===== config.mk =====
export PLATFORM = sky130hd
export DESIGN_NAME = trs_streamer
export DESIGN_NICKNAME = d
export VERILOG_FILES = /design/src/verilog/trs_pkg.sv /design/src/verilog/trs_chan_map.sv /design/src/verilog/trs_streamer.sv
export SDC_FILE = /design/constraint.sdc
export NUM_CORES = 1
export LEC_CHECK = 0
export ABC_AREA = 1
export BUFFER_PORTS_ARGS = -buffer_cell sky130_fd_sc_hd__buf_2
export CORE_ASPECT_RATIO = 1.1
export CORE_MARGIN = 2
export CORE_UTILIZATION = 35
export CTS_BUF_LIST = sky130_fd_sc_hd__clkbuf_4
export DETAILED_ROUTE_END_ITERATION = 16
export PLACE_DENSITY = 0.66
export SETUP_SLACK_MARGIN = 0.5
export SYNTH_ARGS = -nofsm -noshare
export SYNTH_HDL_FRONTEND = slang
export SYNTH_HIERARCHICAL = 1
export SYNTH_SLANG_ARGS = --single-unit

===== constraint.sdc =====
create_clock -name core_clk -period 3.4 [get_ports core_clk]
set_clock_uncertainty 0.05 [all_clocks]
set_input_delay 0.17 -clock core_clk [delete_from_list [all_inputs] [get_ports core_clk]]
set_output_delay 0.17 -clock core_clk [all_outputs]
set_load 0.02 [all_outputs]

===== src/verilog/trs_pkg.sv =====
// Constants and types shared by the transceiver reconfiguration streamer.
// Assumes a single 200 MHz clock with a synchronous active-high reset.
package trs_pkg;
   localparam logic [6:0] ADDR_LCH = 7'h38;
   localparam logic [6:0] ADDR_PCH = 7'h39;
   localparam logic [6:0] ADDR_CSR = 7'h3A;
   localparam logic [6:0] ADDR_OFS = 7'h3B;
   localparam logic [6:0] ADDR_DAT = 7'h3C;
   localparam int CSR_WR = 0;
   localparam int CSR_RD = 1;
   localparam int CSR_MODE_LO = 2;
   localparam int CSR_BUSY = 8;
   localparam int CSR_ERR = 9;
   localparam logic [1:0] MODE_STREAM = 2'h0;
   localparam logic [1:0] MODE_DIRECT = 2'h1;
   localparam logic [15:0] IREG_BASE = 16'h0000;
   localparam logic [15:0] IREG_CLR = 16'h0001;
   localparam logic [15:0] IREG_START = 16'h0002;
   localparam int ERR_ACCESS = 0;
   localparam int ERR_OPCODE = 1;
   localparam int ERR_PLL = 2;
   localparam int ERR_MISMATCH = 4;
   localparam logic [4:0] OPC_START = 5'h01;
   localparam logic [4:0] OPC_FORMAT = 5'h02;
   localparam logic [4:0] OPC_CDR_SW = 5'h03;
   localparam logic [4:0] OPC_PLL_SW = 5'h04;
   localparam logic [4:0] OPC_END = 5'h1F;
   localparam int REC_LEN_LO = 11;
   localparam int REC_TYPE_LO = 5;
   localparam logic [15:0] XCVR_OFS_LIMIT = 16'h0800;
   localparam logic [15:0] XCVR_CDR_SW_OFS = 16'h0800;
   localparam logic [15:0] XCVR_PLL_SW_OFS = 16'h0801;
   localparam logic [15:0] PROT_OFS_LO = 16'h0010;
   localparam logic [15:0] PROT_OFS_HI = 16'h0013;
   localparam logic [31:0] PROT_MASK = 32'h0000_00FF;
   localparam int NUM_CH = 4;
   localparam logic [2*NUM_CH-1:0] CHAN_TYPE_TABLE = 8'h00;
   localparam logic [9:0] PHYS_BASE = 10'h000;
   localparam int STD_TX_WIDTH = 44;
   localparam int STD_RX_WIDTH = 64;
   localparam int LANE_SLOT = 64;
   localparam int NUM_LANES = 3;
   typedef enum logic [3:0] {
      ST_IDLE, ST_XREAD, ST_XWRITE, ST_FETCH, ST_WAIT, ST_SWRITE
   } trs_state_e;
endpackage


===== src/verilog/trs_chan_map.sv =====
// Logical to physical channel translation table for the streamer.
// Assumes the logical channel comes from logic on the same clock.
`timescale 1ns/1ps
module trs_chan_map (
   input wire logic core_clk, // System clock.
   input wire logic sys_rst, // Synchronous reset, active high.
   input wire logic [9:0] logical_ch, // Logical channel number.
   output logic [9:0] phys_reg, // Physical channel address.
   output logic valid_reg, // Logical channel exists.
   output logic [1:0] type_reg // Channel type of the logical channel.
);
   always_ff @(posedge core_clk) begin
      if (sys_rst) begin
         phys_reg <= 10'h000;
         valid_reg <= 1'b0;
         type_reg <= 2'h0;
      end else if (logical_ch < 10'(trs_pkg::NUM_CH)) begin
         phys_reg <= trs_pkg::PHYS_BASE + logical_ch;
         valid_reg <= 1'b1;
         type_reg <= trs_pkg::CHAN_TYPE_TABLE[2*logical_ch[1:0] +: 2];
      end else begin
         phys_reg <= 10'h000;
         valid_reg <= 1'b0;
         type_reg <= 2'h0;
      end
   end
endmodule


===== src/verilog/trs_streamer.sv =====
// Streamer of the transceiver reconfiguration controller.
// Assumes the management port, image memory and transceiver port share core_clk.
`timescale 1ns/1ps
module trs_streamer (
   input wire logic core_clk, // System clock, 200 MHz.
   input wire logic sys_rst, // Synchronous reset, active high.
   input wire logic [6:0] mgmt_address, // Management register address.
   input wire logic mgmt_write, // Management write strobe.
   input wire logic mgmt_read, // Management read strobe.
   input wire logic [31:0] mgmt_writedata, // Management write data.
   output logic [31:0] mgmt_readdata, // Management read data.
   output logic mgmt_readdatavalid, // Read data valid pulse.
   output logic [31:0] img_address, // Image memory word address.
   output logic img_read, // Image read request, held until valid.
   input wire logic [15:0] img_readdata, // Image record.
   input wire logic img_readdatavalid, // Image record valid.
   output logic xcvr_req, // Transceiver access request, held until done.
   output logic xcvr_we, // Transceiver access is a write.
   output logic [9:0] xcvr_channel, // Physical channel address.
   output logic [15:0] xcvr_offset, // Transceiver register offset.
   output logic [31:0] xcvr_wdata, // Transceiver write data.
   input wire logic [31:0] xcvr_rdata, // Transceiver read data.
   input wire logic xcvr_done, // Transceiver access complete.
   input wire logic xcvr_fail, // Transceiver access failed, with done.
   input wire logic [6:0] fabric_width, // Configured fabric width per lane.
   output logic [trs_pkg::NUM_LANES*trs_pkg::LANE_SLOT-1:0] lane_valid_mask, // 10G lanes.
   output logic [trs_pkg::STD_TX_WIDTH-1:0] std_tx_valid_mask, // Standard TX.
   output logic [trs_pkg::STD_RX_WIDTH-1:0] std_rx_valid_mask // Standard RX.
);
   trs_pkg::trs_state_e state_reg;
   logic [9:0] lch_reg;
   logic [1:0] mode_reg;
   logic csr_err_reg;
   logic [15:0] ofs_reg;
   logic [31:0] data_reg;
   logic [31:0] base_reg;
   logic [4:0] ierr_reg;
   logic [31:0] rec_idx_reg;
   logic first_reg;
   logic [4:0] count_reg;
   logic [10:0] wofs_reg;
   logic rmw_reg;
   logic sw_reg;
   logic [15:0] rec_reg;
   logic [31:0] old_reg;
   logic [9:0] phys;
   logic ch_valid;
   logic [1:0] ch_type;
   logic busy;
   logic wr_csr;
   logic start_wr;
   logic start_rd;
   logic start_stream;
   logic clear_err;
   logic [4:0] rec_len;
   logic [4:0] rec_opc;
   logic [31:0] rd_mux;

   // Flags an offset that the selected mode cannot reach.
   function automatic logic ofs_bad(input logic [1:0] mode, input logic [15:0] ofs);
      ofs_bad = (mode == trs_pkg::MODE_STREAM) ? ofs > trs_pkg::IREG_START
         : ofs >= trs_pkg::XCVR_OFS_LIMIT;
   endfunction

   // Bits at this offset that startup calibration owns.
   function automatic logic [31:0] prot_mask(input logic [15:0] ofs);
      prot_mask = (ofs >= trs_pkg::PROT_OFS_LO && ofs <= trs_pkg::PROT_OFS_HI)
         ? trs_pkg::PROT_MASK : 32'h0000_0000;
   endfunction

   trs_chan_map u_map (
      .core_clk(core_clk),
      .sys_rst(sys_rst),
      .logical_ch(lch_reg),
      .phys_reg(phys),
      .valid_reg(ch_valid),
      .type_reg(ch_type)
   );

   assign busy = state_reg != trs_pkg::ST_IDLE;
   assign wr_csr = mgmt_write && mgmt_address == trs_pkg::ADDR_CSR;
   assign start_wr = wr_csr && mgmt_writedata[trs_pkg::CSR_WR] && !busy;
   assign start_rd = wr_csr && mgmt_writedata[trs_pkg::CSR_RD] && !start_wr && !busy;
   // Internal register writes happen through the write trigger in stream mode.
   assign start_stream = start_wr && mode_reg == trs_pkg::MODE_STREAM && ch_valid
      && ofs_reg == trs_pkg::IREG_START && data_reg[0] && ierr_reg == 5'h00;
   assign clear_err = start_wr && mode_reg == trs_pkg::MODE_STREAM
      && ofs_reg == trs_pkg::IREG_CLR && data_reg[0];
   assign rec_len = img_readdata[15:trs_pkg::REC_LEN_LO];
   assign rec_opc = img_readdata[4:0];

   always_ff @(posedge core_clk) begin
      if (sys_rst) begin
         lch_reg <= 10'h000;
         mode_reg <= trs_pkg::MODE_STREAM;
         ofs_reg <= 16'h0000;
      end else if (mgmt_write && !busy) begin
         if (mgmt_address == trs_pkg::ADDR_LCH) begin
            lch_reg <= mgmt_writedata[9:0];
         end
         if (mgmt_address == trs_pkg::ADDR_OFS) begin
            ofs_reg <= mgmt_writedata[15:0];
         end
         if (wr_csr) begin
            mode_reg <= mgmt_writedata[trs_pkg::CSR_MODE_LO +: 2];
         end
      end
   end

   // Base address register, internal register zero.
   always_ff @(posedge core_clk) begin
      if (sys_rst) begin
         base_reg <= 32'h0000_0000;
      end else if (start_wr && mode_reg == trs_pkg::MODE_STREAM
         && ofs_reg == trs_pkg::IREG_BASE) begin
         base_reg <= data_reg;
      end
   end

   // Data register: host writes, internal reads, transceiver read results.
   always_ff @(posedge core_clk) begin
      if (sys_rst) begin
         data_reg <= 32'h0000_0000;
      end else if (mgmt_write && !busy && mgmt_address == trs_pkg::ADDR_DAT) begin
         data_reg <= mgmt_writedata;
      end else if (start_rd && mode_reg == trs_pkg::MODE_STREAM) begin
         unique case (ofs_reg)
            trs_pkg::IREG_BASE: data_reg <= base_reg;
            trs_pkg::IREG_START: data_reg <= {27'h0, ierr_reg[4:1], 1'b0};
            default: data_reg <= 32'h0000_0000;
         endcase
      end else if (state_reg == trs_pkg::ST_XREAD && xcvr_done && !rmw_reg) begin
         data_reg <= xcvr_rdata;
      end
   end

   // Sticky streaming errors; a new error wins over a clear in the same cycle.
   always_ff @(posedge core_clk) begin
      if (sys_rst) begin
         ierr_reg <= 5'h00;
      end else begin
         logic [4:0] set_v;
         set_v = 5'h00;
         if ((start_wr || start_rd) && mode_reg == trs_pkg::MODE_STREAM
            && ofs_bad(mode_reg, ofs_reg)) begin
            set_v[trs_pkg::ERR_ACCESS] = 1'b1;
         end
         if (state_reg == trs_pkg::ST_WAIT && img_readdatavalid) begin
            if (first_reg ? (img_readdata != {5'h00, 6'h00, trs_pkg::OPC_START})
               : (count_reg == 5'h00 && rec_len == 5'h00
               && !(rec_opc inside {trs_pkg::OPC_START, trs_pkg::OPC_FORMAT,
               trs_pkg::OPC_CDR_SW, trs_pkg::OPC_PLL_SW, trs_pkg::OPC_END}))) begin
               set_v[trs_pkg::ERR_OPCODE] = 1'b1;
            end
            if (!first_reg && count_reg == 5'h00 && rec_len == 5'h00
               && rec_opc == trs_pkg::OPC_FORMAT
               && img_readdata[trs_pkg::REC_TYPE_LO +: 2] != ch_type) begin
               set_v[trs_pkg::ERR_MISMATCH] = 1'b1;
            end
         end
         if (state_reg == trs_pkg::ST_SWRITE && xcvr_done && xcvr_fail && sw_reg) begin
            set_v[trs_pkg::ERR_PLL] = 1'b1;
         end
         ierr_reg <= (clear_err ? 5'h00 : ierr_reg) | set_v;
      end
   end

   // Error bit of the control register covers channel, offset and mode faults and failed transceiver accesses.
   always_ff @(posedge core_clk) begin
      if (sys_rst) begin
         csr_err_reg <= 1'b0;
      end else if (start_wr || start_rd) begin
         csr_err_reg <= !ch_valid || ofs_bad(mode_reg, ofs_reg)
            || mode_reg[1];
      end else if (busy && xcvr_done && xcvr_fail) begin
         csr_err_reg <= 1'b1;
      end
   end

   // Operation sequencer for direct accesses and image streaming.
   always_ff @(posedge core_clk) begin
      if (sys_rst) begin
         state_reg <= trs_pkg::ST_IDLE;
         rec_idx_reg <= 32'h0000_0000;
         first_reg <= 1'b0;
         count_reg <= 5'h00;
         wofs_reg <= 11'h000;
         rmw_reg <= 1'b0;
         sw_reg <= 1'b0;
         rec_reg <= 16'h0000;
         old_reg <= 32'h0000_0000;
      end else begin
         unique case (state_reg)
            trs_pkg::ST_IDLE: begin
               if (start_stream) begin
                  state_reg <= trs_pkg::ST_FETCH;
                  rec_idx_reg <= 32'h0000_0000;
                  first_reg <= 1'b1;
                  count_reg <= 5'h00;
               end else if ((start_wr || start_rd) && mode_reg == trs_pkg::MODE_DIRECT
                  && ch_valid && !ofs_bad(mode_reg, ofs_reg)) begin
                  // A write reads first so protected bits can be merged back.
                  state_reg <= trs_pkg::ST_XREAD;
                  rmw_reg <= start_wr;
               end
            end
            trs_pkg::ST_XREAD: begin
               if (xcvr_done) begin
                  // Read data stands only with done, so keep it for the merge.
                  old_reg <= xcvr_rdata;
                  state_reg <= (rmw_reg && !xcvr_fail) ? trs_pkg::ST_XWRITE
                     : trs_pkg::ST_IDLE;
               end
            end
            trs_pkg::ST_XWRITE: begin
               if (xcvr_done) begin
                  state_reg <= trs_pkg::ST_IDLE;
                  rmw_reg <= 1'b0;
               end
            end
            trs_pkg::ST_FETCH: begin
               state_reg <= trs_pkg::ST_WAIT;
            end
            trs_pkg::ST_WAIT: begin
               if (img_readdatavalid) begin
                  rec_idx_reg <= rec_idx_reg + 32'h0000_0001;
                  rec_reg <= img_readdata;
                  first_reg <= 1'b0;
                  sw_reg <= 1'b0;
                  if (first_reg) begin
                     state_reg <= (img_readdata == {11'h000, trs_pkg::OPC_START})
                        ? trs_pkg::ST_FETCH : trs_pkg::ST_IDLE;
                  end else if (count_reg != 5'h00) begin
                     count_reg <= count_reg - 5'h01;
                     state_reg <= trs_pkg::ST_SWRITE;
                  end else if (rec_len != 5'h00) begin
                     count_reg <= rec_len;
                     wofs_reg <= img_readdata[10:0];
                     state_reg <= trs_pkg::ST_FETCH;
                  end else begin
                     unique case (rec_opc)
                        trs_pkg::OPC_START: state_reg <= trs_pkg::ST_FETCH;
                        trs_pkg::OPC_FORMAT: begin
                           state_reg <= (img_readdata[trs_pkg::REC_TYPE_LO +: 2] == ch_type)
                              ? trs_pkg::ST_FETCH : trs_pkg::ST_IDLE;
                        end
                        trs_pkg::OPC_CDR_SW, trs_pkg::OPC_PLL_SW: begin
                           state_reg <= trs_pkg::ST_SWRITE;
                           sw_reg <= 1'b1;
                        end
                        trs_pkg::OPC_END: state_reg <= trs_pkg::ST_IDLE;
                        default: state_reg <= trs_pkg::ST_IDLE;
                     endcase
                  end
               end
            end
            trs_pkg::ST_SWRITE: begin
               if (xcvr_done) begin
                  // A failed transceiver write stops the image and keeps the flags.
                  state_reg <= xcvr_fail ? trs_pkg::ST_IDLE : trs_pkg::ST_FETCH;
               end
            end
            default: state_reg <= trs_pkg::ST_IDLE;
         endcase
      end
   end

   // Image memory read port.
   always_ff @(posedge core_clk) begin
      if (sys_rst) begin
         img_read <= 1'b0;
         img_address <= 32'h0000_0000;
      end else if (state_reg == trs_pkg::ST_FETCH) begin
         img_read <= 1'b1;
         img_address <= base_reg + rec_idx_reg;
      end else if (img_readdatavalid) begin
         img_read <= 1'b0;
      end
   end

   // Transceiver access port.
   always_ff @(posedge core_clk) begin
      if (sys_rst) begin
         xcvr_req <= 1'b0;
         xcvr_we <= 1'b0;
         xcvr_channel <= 10'h000;
         xcvr_offset <= 16'h0000;
         xcvr_wdata <= 32'h0000_0000;
      end else if (xcvr_req) begin
         if (xcvr_done) begin
            xcvr_req <= 1'b0;
         end
      end else if (state_reg == trs_pkg::ST_XREAD) begin
         xcvr_req <= 1'b1;
         xcvr_we <= 1'b0;
         xcvr_channel <= phys;
         xcvr_offset <= ofs_reg;
      end else if (state_reg == trs_pkg::ST_XWRITE && !xcvr_done) begin
         xcvr_req <= 1'b1;
         xcvr_we <= 1'b1;
         xcvr_wdata <= (data_reg & ~prot_mask(ofs_reg))
            | (old_reg & prot_mask(ofs_reg));
      end else if (state_reg == trs_pkg::ST_SWRITE && !xcvr_done) begin
         xcvr_req <= 1'b1;
         xcvr_we <= 1'b1;
         xcvr_channel <= phys;
         if (sw_reg) begin
            xcvr_offset <= (rec_reg[4:0] == trs_pkg::OPC_CDR_SW)
               ? trs_pkg::XCVR_CDR_SW_OFS : trs_pkg::XCVR_PLL_SW_OFS;
            xcvr_wdata <= {29'h0, rec_reg[7:5]};
         end else begin
            xcvr_offset <= {5'h00, wofs_reg};
            xcvr_wdata <= {16'h0000, rec_reg};
         end
      end
   end

   // Management read answers one cycle after the strobe.
   always_comb begin
      rd_mux = 32'h0000_0000;
      unique case (mgmt_address)
         trs_pkg::ADDR_LCH: rd_mux = {22'h0, lch_reg};
         trs_pkg::ADDR_PCH: rd_mux = {22'h0, phys};
         trs_pkg::ADDR_CSR: rd_mux = {22'h0, csr_err_reg, busy, 4'h0, mode_reg, 2'h0};
         trs_pkg::ADDR_OFS: rd_mux = {16'h0, ofs_reg};
         trs_pkg::ADDR_DAT: rd_mux = data_reg;
         default: rd_mux = 32'h0000_0000;
      endcase
   end

   always_ff @(posedge core_clk) begin
      if (sys_rst) begin
         mgmt_readdata <= 32'h0000_0000;
         mgmt_readdatavalid <= 1'b0;
      end else begin
         mgmt_readdatavalid <= mgmt_read;
         if (mgmt_read) begin
            mgmt_readdata <= rd_mux;
         end
      end
   end

   // Valid-bit masks of the wide fabric buses.
   genvar gl;
   generate
      for (gl = 0; gl < trs_pkg::NUM_LANES * trs_pkg::LANE_SLOT; gl++) begin : g_lane
         always_ff @(posedge core_clk) begin
            if (sys_rst) begin
               lane_valid_mask[gl] <= 1'b0;
            end else begin
               lane_valid_mask[gl] <= 7'(gl % trs_pkg::LANE_SLOT) < fabric_width;
            end
         end
      end
      for (gl = 0; gl < trs_pkg::STD_RX_WIDTH; gl++) begin : g_std
         always_ff @(posedge core_clk) begin
            if (sys_rst) begin
               std_rx_valid_mask[gl] <= 1'b0;
            end else begin
               std_rx_valid_mask[gl] <= 7'(gl) < fabric_width;
            end
         end
      end
   endgenerate
   assign std_tx_valid_mask = std_rx_valid_mask[trs_pkg::STD_TX_WIDTH-1:0];
endmodule


==> run summary, run 1 <==
Worst Max-Slew Pin Slew = 909 ps
Bufs and invs on worst path = 3
Yosys top cell area share = 0.386
switching pwr = 4450 µW
max reg flops = 44
post-synthesis sequential area ratio = 0.386
CP Max Fanout = 15
Root Driver = clkbuf_4
reg2reg setup slack = 530 ps
core box area = 0.0550 mm²
critical path type = register to register
DR vias/cell = 5.04
fill count = 5,772
Clock Sinks = 376
top_reg_cell synth = dfxtp_1
most frequent cells in the layout = nand2_1, buf_2, dfxtp_1
H-tree levels = 3
CP Depth = 8
Crit. End Element = register
Int Power = 7820 µW
final setup vio count = 0
critical path, cell by cell = inv_2, nand2_2, nor2_4, inv_2, nor2_4, clkinvlp_2, o211ai_1, a21oi_1
worst vdd ir = 0.237 mV
share of post-route cells with drive strength above 1 = 0.238
critical path data required time = 4020 ps
Max-cap violations = 0
first-pass GRT wire length = 113,000 µm
CP delay by family, top = buffers and inverters
Port Buf Inserts = 526
I/O Pins = 527
Finished Cell Area = 0.0239 mm²
WP data arrival = 3490 ps
CTS tree = built
Yosys reg bits = 376
initial antenna violation count = 4
share of the clock period used by the worst path = 0.844
Die X = 229 µm
DR vias = 20,300
Reg2Reg Depth = 8
final net count = 3,357
final slew viol count = 0
total grt overflow = 0
Die H = 252 µm
Mean Syn Cell Area = 7.10 µm²
clock buffer count from CTS = 100
combinational power share = 0.246
Critical R2R Launch = state_reg[1]$_SDFFE_PP0P_
Post-synth EDFFs = 0
clock share of power = 0.334
site row count = 90
die area = 0.0576 mm²
Final min period = 2870 ps
r2r endpoint = data_reg[29]$_SDFFE_PP0P_
asr flop ratio synth = 0
Iteration-0 DRC Markers = 1,805
worst min-delay path class = input port to register
commonest non-fill, non-tap cell in the layout = nand2_1
Area Overhead vs Synth = 22.8%
# DRC = 0
vias in the first global route = 18,600
Longest Clk Path Bufs = 3
Avg WL per Cell = 19.5 µm
Final Hold Fails = 0
Post-Syn Area = 0.0195 mm²
Leak = 0.0112 µW
worst relative slew slack = 0.391
Starting Density = 0.355
1st-pass router iterations = 6
Max Freq = 349 MHz
GRT Overall Usage = 0.258
RSZ-0062 raised after global routing = true
crit path capture = data_reg[29]$_SDFFE_PP0P_
Sw Ratio = 0.363
pin count of the biggest net entering global routing = 138
largest stage delay on the critical path = 830 ps
outcome = finished, final reports clean
cell count after synthesis = 2,744
global placer's final weighted congestion = 0.946
Worst path slowest cell = clkinvlp_2
Yosys cell types = 44
Clk pin slew, worst setup/hold paths = 70 ps
CP startpoint kind = register
Largest Register = std_rx_valid_mask
final WL = 78,600 µm
critical path launch point = state_reg[1]$_SDFFE_PP0P_
synth warn = 6
cell area power density = 512 mW/mm²
Seq pwr share = 0.421
area post-placement = 0.0210 mm²
setup TNS = 0 ps
post-route ant nets = 0
post-DP HPWL = 58,300 µm
most area-consuming cells after synthesis = dfxtp_1, nand2_1, buf_4
worst-skew pair later-pin latency = 870 ps
post-synth top area cell = dfxtp_1
==> layout make-up <==
cell class	instances	area, µm²	share of cell area
well taps	736	921	0.0385
flip-flops and latches	376	7530	0.314
inverters	262	998	0.0417
clock buffers	131	983	0.0411
multi-input cells	1769	8760	0.366
repair inverters	2	10.0	0.000418
repair buffers	711	4450	0.186
diodes	2	5.00	0.000209
clock inverters	44	283	0.0118
==> worst register-to-register path, delay by kind of cell, from the launching register on <==
family	cells	cell delay [ps]
DFF	1	370
and+or+nand+nor	3	640
buffers and inverters	3	1070
AOI/OAI and AO/OA	2	550
==> how the worst min path moves through the flow <==
stage          depth (start not counted)                     from                               to  slack (ps)
2_1_floorplan                          2          fabric_width[6]  lane_valid_mask[191]$_SDFF_PP0_         240
3_3_place_gp                           3          fabric_width[6]  lane_valid_mask[191]$_SDFF_PP0_         400
3_5_place_dp                           2  lch_reg[1]$_SDFFE_PP0P_     u_map/phys_reg[1]$_SDFF_PP0_         400
4_1_cts                                7          mgmt_address[5]    mgmt_readdata[8]$_SDFFE_PP0P_          10
5_1_grt                                4            xcvr_rdata[7]         data_reg[7]$_SDFFE_PP0P_         120
6_report                               7          mgmt_address[5]    mgmt_readdata[8]$_SDFFE_PP0P_         120
==> per-stage QoR <==
step / hold WS [ps] / cells / utilization / setup slack (ps) / power [µW]
6_report: 120 / 4033 / 0.436 / 531 / 12300
5_1_grt: 122 / 4032 / 0.436 / 469 / 12900
4_1_cts: 10.3 / 4015 / 0.432 / 524 / 12300
3_5_place_dp: 397 / 3691 / 0.382 / 963 / 7980
3_3_place_gp: 397 / 3691 / 0.382 / 998 / 7970
2_1_floorplan: 238 / 2753 / - / 1290 / 7180
==> synthesized netlist by cell type, types with 3 or more instances <==
| library cell | number |
|---|---|
| buf_6 | 3 |
| o21ai_1 | 4 |
| a21oi_1 | 256 |
| clkbuf_1 | 77 |
| nor2_2 | 8 |
| inv_1 | 246 |
| xnor2_1 | 11 |
| nand2_1 | 526 |
| a211oi_2 | 28 |
| dfxtp_1 | 376 |
| xor2_1 | 16 |
| ha_1 | 33 |
| nand2_2 | 6 |
| buf_2 | 15 |
| nor4_1 | 4 |
| o21ai_0 | 229 |
| a211oi_1 | 13 |
| nor3_4 | 3 |
| nand3_1 | 113 |
| buf_1 | 4 |
| o22ai_1 | 19 |
| nor3_1 | 30 |
| a31oi_1 | 36 |
| nand4_1 | 34 |
| nor2_4 | 7 |
| a21o_1 | 7 |
| inv_2 | 11 |
| clkinv_1 | 5 |
| o211ai_1 | 32 |
| buf_4 | 247 |
| nor2_1 | 326 |
==> per-layer routing <==
layer	track usage	wire length (µm)	vias to the layer above
met5	0	0	-
met4	0.0981	2530	0
met3	0.0476	6250	135
met2	0.433	37400	922
met1	0.328	32400	9455
li1	-	-	9796
==> what timing repair did <==
item | CTS | global route
setup buffers | 0 | 14
endpoints found under the hold margin | 266 | 0
hold buffers | 149 | 0
resized for setup | 0 | 8
endpoints found under the setup margin | 0 | 14
==> logic make-up (layout without fill, tap and decap cells) <==
group / Yosys count / count (layout) / share of synthesized area
fa+ha+maj: 34 / 34 / 0.0222
compound gates: 631 / 631 / 0.184
buf+inv: 608 / 1150 / 0.167
xor+xnor: 27 / 27 / 0.0121
other cells: 1 / 12 / 0.000192
flops: 376 / 376 / 0.386
simple gates: 1067 / 1067 / 0.228
==> power groups by stage <==
stage                     sequential, µW  combinational [µW]  clock, µW
final                               5160                3020       4090
after global routing                5200                3250       4410
after CTS                           5160                2920       4190
after detailed placement            5250                2730          0
after global placement              5250                2720          0
after floorplan                     5380                1800          0
No activity file was read; power rests on OpenSTA's default activity.
==> run 2: changes to the inputs <==
--- a/config.mk
+++ b/config.mk
@@ -5,14 +5,14 @@
 export SDC_FILE = /design/constraint.sdc
 export NUM_CORES = 1
 export LEC_CHECK = 0
-export ABC_AREA = 1
+export ABC_AREA = 0
 export BUFFER_PORTS_ARGS = -buffer_cell sky130_fd_sc_hd__buf_2
 export CORE_ASPECT_RATIO = 1.1
 export CORE_MARGIN = 2
 export CORE_UTILIZATION = 35
 export CTS_BUF_LIST = sky130_fd_sc_hd__clkbuf_4
 export DETAILED_ROUTE_END_ITERATION = 16
-export PLACE_DENSITY = 0.66
+export PLACE_DENSITY = 0.67
 export SETUP_SLACK_MARGIN = 0.5
 export SYNTH_ARGS = -nofsm -noshare
 export SYNTH_HDL_FRONTEND = slang
==> constraint.sdc (replaced) <==
create_clock -name core_clk -period 2.7 [get_ports core_clk]
set_clock_uncertainty 0.05 [all_clocks]
set_input_delay 0.135 -clock core_clk [delete_from_list [all_inputs] [get_ports core_clk]]
set_output_delay 0.135 -clock core_clk [all_outputs]
set_load 0.02 [all_outputs]
==> run summary, run 2 <==
Finished Cell Area = 0.0243 mm² (+1.4%)
fill count = 4,874 (-16%)
Clock Sinks = 376 (unchanged)
top_reg_cell synth = dfxtp_1
Design Power = 14,900 µW (+22%)
Min Hold Slack = 103 ps (-16.5 ps)
Yosys top cell area share = 0.415 (+0.0285)
final slew viol count = 0 (unchanged)
Post-synth EDFFs = 0 (unchanged)
post-synthesis sequential area ratio = 0.415 (+0.0285)
Largest Register = std_rx_valid_mask
global placer's final weighted congestion = 0.993 (+4.9%)
final net count = 2,888 (-14%)
GRT Overall Usage = 0.275 (+0.0174)
CTS tree = built
synth warn = 6 (unchanged)
final WL = 77,900 µm (-0.97%)
Multi-input gate area = 0.00910 mm² (+3.9%)
Leak = 0.0100 µW (-10%)
Worst Max-Slew Pin Slew = 959 ps (+50.2 ps)
area post-placement = 0.0203 mm² (-3.2%)
DR vias = 19,000 (-6.4%)
post-synth top area cell = dfxtp_1
Port Buf Inserts = 526 (unchanged)
share of post-route cells with drive strength above 1 = 0.359 (+0.121)
worst relative slew slack = 0.360 (-0.0302)
vias in the first global route = 18,000 (-3.2%)
commonest non-fill, non-tap cell in the layout = buf_2
core box area = 0.0513 mm² (-6.7%)
final setup vio count = 0 (unchanged)
Final min period = 2580 ps (-289 ps)
die area = 0.0537 mm² (-6.8%)
Longest Clk Path Bufs = 3 (unchanged)
Max Freq = 388 MHz (+11%)
Avg WL per Cell = 22.3 µm (+14%)
Adder-Cell Fraction of Synth Area = 0.0239 (+0.00164)
Cells after DPL = 3,143 (-15%)
max reg flops = 44 (unchanged)
clock buffer count from CTS = 102 (+2.0%)
Iteration-0 DRC Markers = 1,608 (-11%)
Die H = 243 µm (-3.4%)
setup TNS = 0 ps (unchanged)
first-pass GRT wire length = 113,000 µm (-0.17%)
worst-skew pair later-pin latency = 850 ps (-20 ps)
RSZ-0062 raised after global routing = true
XOR/XNOR Fraction of Synth Area = 0.0232 (+0.0110)
critical path data required time = 3390 ps (-630 ps)
total grt overflow = 0 (unchanged)
worst vdd ir = 0.294 mV (+24%)
1st-pass router iterations = 8 (+2)
DR vias/cell = 5.44 (+8.1%)
Mean Syn Cell Area = 8.20 µm² (+15%)
CP startpoint kind = register
Root Driver = clkbuf_4
I/O Pins = 527 (unchanged)
H-tree levels = 3 (unchanged)
most area-consuming cells after synthesis = dfxtp_1, buf_4, a21oi_1
Post-Layout Cell Count = 3,493 (-13%)
initial antenna violation count = 3 (-1)
Die X = 221 µm (-3.4%)
Yosys reg bits = 376 (unchanged)
pin count of the biggest net entering global routing = 85 (-38%)
Synth Area in Compound Gates = 0.182 (-0.00241)
Post-Syn Area = 0.0182 mm² (-6.9%)
Final Hold Fails = 0 (unchanged)
share of the clock period used by the worst path = 0.956 (+0.112)
outcome = finished, final reports clean
asr flop ratio synth = 0 (unchanged)
top cells by instance count after synthesis = dfxtp_1, nand2_1, a21oi_1, buf_4, nor2_1
worst min-delay path class = input port to register
WP data arrival = 3270 ps (-220 ps)
Starting Density = 0.354 (-0.000662)
Crit. End Element = register
combinational family with the most area after synthesis = simple AND/OR/NAND/NOR gates
post-route ant nets = 0 (unchanged)
Max-cap violations = 0 (unchanged)
# DRC = 0 (unchanged)
Area Overhead vs Synth = 33.7%
Critical R2R Launch = ofs_reg[6]$_SDFFE_PP0P_
Clk pin slew, worst setup/hold paths = 80 ps (about the same)
CP Max Fanout = 7 (-8)
cell count after synthesis = 2,214 (-19%)
most frequent cells in the layout = buf_2, dfxtp_1, nand2_1
hold path start = xcvr_rdata[24]
Synth Area in Simple Gates = 0.200 (-0.0286)
cell area power density = 615 mW/mm² (+20%)
critical path launch point = ofs_reg[6]$_SDFFE_PP0P_
most frequent cell after synthesis = dfxtp_1
mux cell area share after synthesis = 0.0219 (+0.0219)
post-DP HPWL = 56,700 µm (-2.7%)
Yosys cell types = 78 (+77%)
register area = 0.00758 mm² (+0.75%)
critical path type = register to register
site row count = 87 (-3.3%)
[run 2: cell families (layout without fill, tap and decap cells)]
family                     count (synthesis)  count (layout)
DFF                                      376             376
and+or+nand+nor                          775             775
muxes                                     39              39
buffers and inverters                    407            1006
xor gates and xnor gates                  48              48
AOI/OAI and AO/OA                        534             534
other                                      1              14
adders and majority gates                 34              34
[run 2: report_power, final]
group / switching, µW / leakage (µW) / internal (µW) / total [µW]
logic: 2280 / 0.00621 / 1270 / 3560
clock network: 2490 / 0.000735 / 2540 / 5030
registers: 439 / 0.00308 / 5900 / 6340
total: 5210 / 0.0100 / 9710 / 14900
[run 2: cell type report]
cell class / instances / share of cell area
multi-input combinational: 1440 / 0.375
sequential: 376 / 0.313
timing repair buffer: 800 / 0.222
clock buffer: 138 / 0.0427
tap: 667 / 0.0344
clock inverter: 35 / 0.00784
inverter: 33 / 0.00510
antenna: 4 / 0.000413
[run 2: worst paths after layout]
| check | endpoint | cells past startpoint | slack (ps) |
|---|---|---|---|
| min | data_reg[24]$_SDFFE_PP0P_ | 4 | 100 |
| min reg2reg | xcvr_wdata[18]$_SDFFE_PP0P_ | 2 | 400 |
| max reg2reg | rec_idx_reg[16]$_SDFFE_PP0P_ | 10 | 120 |
| max | rec_idx_reg[16]$_SDFFE_PP0P_ | 10 | 120 |
[run 2: routing by layer]
metal | track usage | share of wire
met3 | 0.0453 | 0.071
met5 | 0 | 0.00015
met1 | 0.301 | 0.36
met2 | 0.496 | 0.50
met4 | 0.170 | 0.065
[run 2: repair_timing]
item                                    CTS  global route
pin swaps                                90            43
gates cloned                              9             1
endpoints found under the setup margin  157           212
hold endpoints to repair                280             0
buffers inserted                         31             9
hold buffers                            123             0
gates resized for setup                 148            62
[run 2: worst max-delay path, cell delays in order (launching register included)]
cell,delay (ps)
dfxtp_2,340
or4_4,540
nor3_4,250
nand4b_4,150
o31ai_4,220
buf_6,160
nand4_4,140
buf_12,200
buf_4,130
o21ai_0,230
a21oi_2,90
[run 2: metrics by stage]
| stage | utilization | setup slack, ps |
|---|---|---|
| after detailed placement | 0.397 | 13.4 |
| after global placement | 0.397 | 51.0 |
| after CTS | 0.466 | 162 |
| after global routing | 0.473 | 71.1 |
| after floorplan | - | 308 |
| final | 0.473 | 119 |
==> run 3: changes to the inputs <==
--- a/config.mk
+++ b/config.mk
@@ -5,14 +5,14 @@
 export SDC_FILE = /design/constraint.sdc
 export NUM_CORES = 1
 export LEC_CHECK = 0
-export ABC_AREA = 0
+export ABC_AREA = 1
 export BUFFER_PORTS_ARGS = -buffer_cell sky130_fd_sc_hd__buf_2
 export CORE_ASPECT_RATIO = 1.1
 export CORE_MARGIN = 2
 export CORE_UTILIZATION = 35
 export CTS_BUF_LIST = sky130_fd_sc_hd__clkbuf_4
 export DETAILED_ROUTE_END_ITERATION = 16
-export PLACE_DENSITY = 0.67
+export PLACE_DENSITY = 0.66
 export SETUP_SLACK_MARGIN = 0.5
 export SYNTH_ARGS = -nofsm -noshare
 export SYNTH_HDL_FRONTEND = slang
==> run summary, run 3 (synthesis results as in run 1) <==
setup TNS = 0 ps (unchanged)
1st-pass router iterations = 6 (-2)
Reg2Reg Depth = 11 (+1)
Cells after DPL = 3,711 (+18%)
hold path start = img_readdata[9]
die area = 0.0576 mm² (+7.3%)
CP startpoint kind = input port
worst min-delay path class = input port to register
worst-skew pair later-pin latency = 900 ps (+50 ps)
combinational power share = 0.248 (+0.010)
Design Power = 15,600 µW (+4.4%)
reg2reg setup slack = 540 ps (+420 ps)
Longest Clk Path Bufs = 3 (unchanged)
r2r endpoint = data_reg[21]$_SDFFE_PP0P_
Area Overhead vs Synth = 25.5%
clock buffer count from CTS = 101 (-0.98%)
share of the clock period used by the worst path = 0.805 (-0.151)
Seq pwr share = 0.417 (-0.008)
max reg flops = 44 (unchanged)
area post-placement = 0.0212 mm² (+4.3%)
Port Buf Inserts = 526 (unchanged)
initial antenna violation count = 1 (-2)
final WL = 80,700 µm (+3.6%)
switching pwr = 5650 µW (+8.3%)
clock share of power = 0.335 (-0.002)
Final min period = 2170 ps (-407 ps)
CP Max Fanout = 19 (+12)
Max-cap violations = 0 (unchanged)
WP data arrival = 2890 ps (-380 ps)
Avg WL per Cell = 19.9 µm (-11%)
H-tree levels = 3 (unchanged)
Clk pin slew, worst setup/hold paths = 60 ps (-20 ps)
Clock Sinks = 376 (unchanged)
most frequent cells in the layout = buf_2, nand2_1, dfxtp_1
total grt overflow = 0 (unchanged)
Hold EP = wofs_reg[9]$_SDFFE_PP0P_
Leak = 0.0114 µW (+13%)
RSZ-0062 raised after global routing = true
Starting Density = 0.355 (+0.000662)
Crit. End Element = register
DR vias/cell = 5.09 (-6.6%)
pin count of the biggest net entering global routing = 142 (+67%)
Die H = 252 µm (+3.6%)
Finished Cell Area = 0.0245 mm² (+0.81%)
Post-Layout Cell Count = 4,061 (+16%)
Worst Max-Slew Pin Slew = 865 ps (-94.0 ps)
global placer's final weighted congestion = 0.947 (-4.6%)
worst vdd ir = 0.313 mV (+6.4%)
final setup vio count = 0 (unchanged)
worst relative slew slack = 0.423 (+0.0626)
Root Driver = clkbuf_4
vias in the first global route = 18,800 (+4.2%)
cell area power density = 637 mW/mm² (+3.6%)
I/O Pins = 527 (unchanged)
Critical R2R Launch = state_reg[1]$_SDFFE_PP0P_
Sw Ratio = 0.362 (+0.0129)
final slew viol count = 0 (unchanged)
share of post-route cells with drive strength above 1 = 0.269 (-0.0895)
first-pass GRT wire length = 115,000 µm (+1.7%)
Iteration-0 DRC Markers = 1,812 (+13%)
commonest non-fill, non-tap cell in the layout = buf_2
critical path type = input port to register
# DRC = 0 (unchanged)
post-DP HPWL = 59,500 µm (+4.9%)
Int Power = 9940 µW (+2.4%)
final net count = 3,382 (+17%)
CTS tree = built
hold depth = 4 (unchanged)
DR vias = 20,700 (+8.6%)
GRT Overall Usage = 0.262 (-0.0128)
DP Worst Slack = 314 ps (+301 ps)
post-route ant nets = 0 (unchanged)
Final Hold Fails = 0 (unchanged)
outcome = finished, final reports clean
fill count = 5,638 (+16%)
critical path data required time = 3420 ps (+30 ps)
site row count = 90 (+3.4%)
core box area = 0.0550 mm² (+7.2%)
Die X = 229 µm (+3.6%)
Worst Slack Setup Final = 527 ps (+407 ps)
Largest Register = std_rx_valid_mask
Max Freq = 460 MHz (+19%)
## run 3: timing repair
item | in CTS | in global routing
pin swaps | 2 | 13
hold buffers | 142 | 0
endpoints found under the hold margin | 303 | 0
gates cloned | 0 | 4
buffers inserted | 3 | 20
setup endpoints to repair | 20 | 140
resized for setup | 6 | 88
## run 3: final cells by class
type | instances | area (µm²) | area share
multi-input cells | 1769 | 8960 | 0.366
flip-flops and latches | 376 | 7550 | 0.308
repair buffers | 736 | 4730 | 0.193
clock buffers | 147 | 1100 | 0.0451
inverters | 262 | 996 | 0.0407
well taps | 736 | 921 | 0.0376
clock inverters | 31 | 194 | 0.00793
diodes | 3 | 7.51 | 0.000307
repair inverters | 1 | 5.00 | 0.000205
## run 3: critical path: stages
cell           delay (ps)
dlygate4sd3_1         550
buf_2                 140
nor3_1                180
nand2_1               140
dlygate4sd3_1         650
nor2_4                220
nor2_1                 70
nand2_2               120
inv_2                 160
buf_12                190
nand2_1                70
o211ai_1              100
a21oi_1               150
## run 3: how the worst max path moves through the flow
stage                                      from                      endpoint  slack, ps  cells past startpoint
global route          state_reg[1]$_SDFFE_PP0P_     data_reg[27]$_SDFFE_PP0P_        450                     11
global placement        ofs_reg[7]$_SDFFE_PP0P_      base_reg[0]$_SDFFE_PP0P_        240                      9
floorplan           rec_idx_reg[0]$_SDFFE_PP0P_  img_address[30]$_SDFFE_PP0P_        590                     15
finish                          mgmt_address[1]     data_reg[21]$_SDFFE_PP0P_        530                     13
CTS                    ofs_reg[15]$_SDFFE_PP0P_      base_reg[0]$_SDFFE_PP0P_        440                      9
detailed placement              mgmt_address[6]      base_reg[0]$_SDFFE_PP0P_        310                      8
## run 3: power by group through the flow
stage | sequential (µW) | clock [µW] | combinational (µW)
after CTS | 6490 | 5370 | 3730
after global routing | 6540 | 5660 | 4150
after floorplan | 6780 | 0 | 2270
after global placement | 6600 | 0 | 3530
after detailed placement | 6610 | 0 | 3530
final | 6500 | 5230 | 3860
## run 3: metal layers
layer	part of all wire	up-vias	track usage	routed length [µm]
li1	-	9845	-	-
met1	0.40	9518	0.328	31900
met2	0.46	1085	0.418	37100
met3	0.093	203	0.0651	7510
met4	0.051	0	0.137	4140
met5	0	-	0	0
## run 3: per-stage QoR
| step | hold WS, ps | util |
|---|---|---|
| after floorplan | 203 | - |
| after global placement | 365 | 0.386 |
| after detailed placement | 370 | 0.386 |
| after CTS | 1.59 | 0.436 |
| after global routing | 40.4 | 0.445 |
| final | 81.8 | 0.445 |
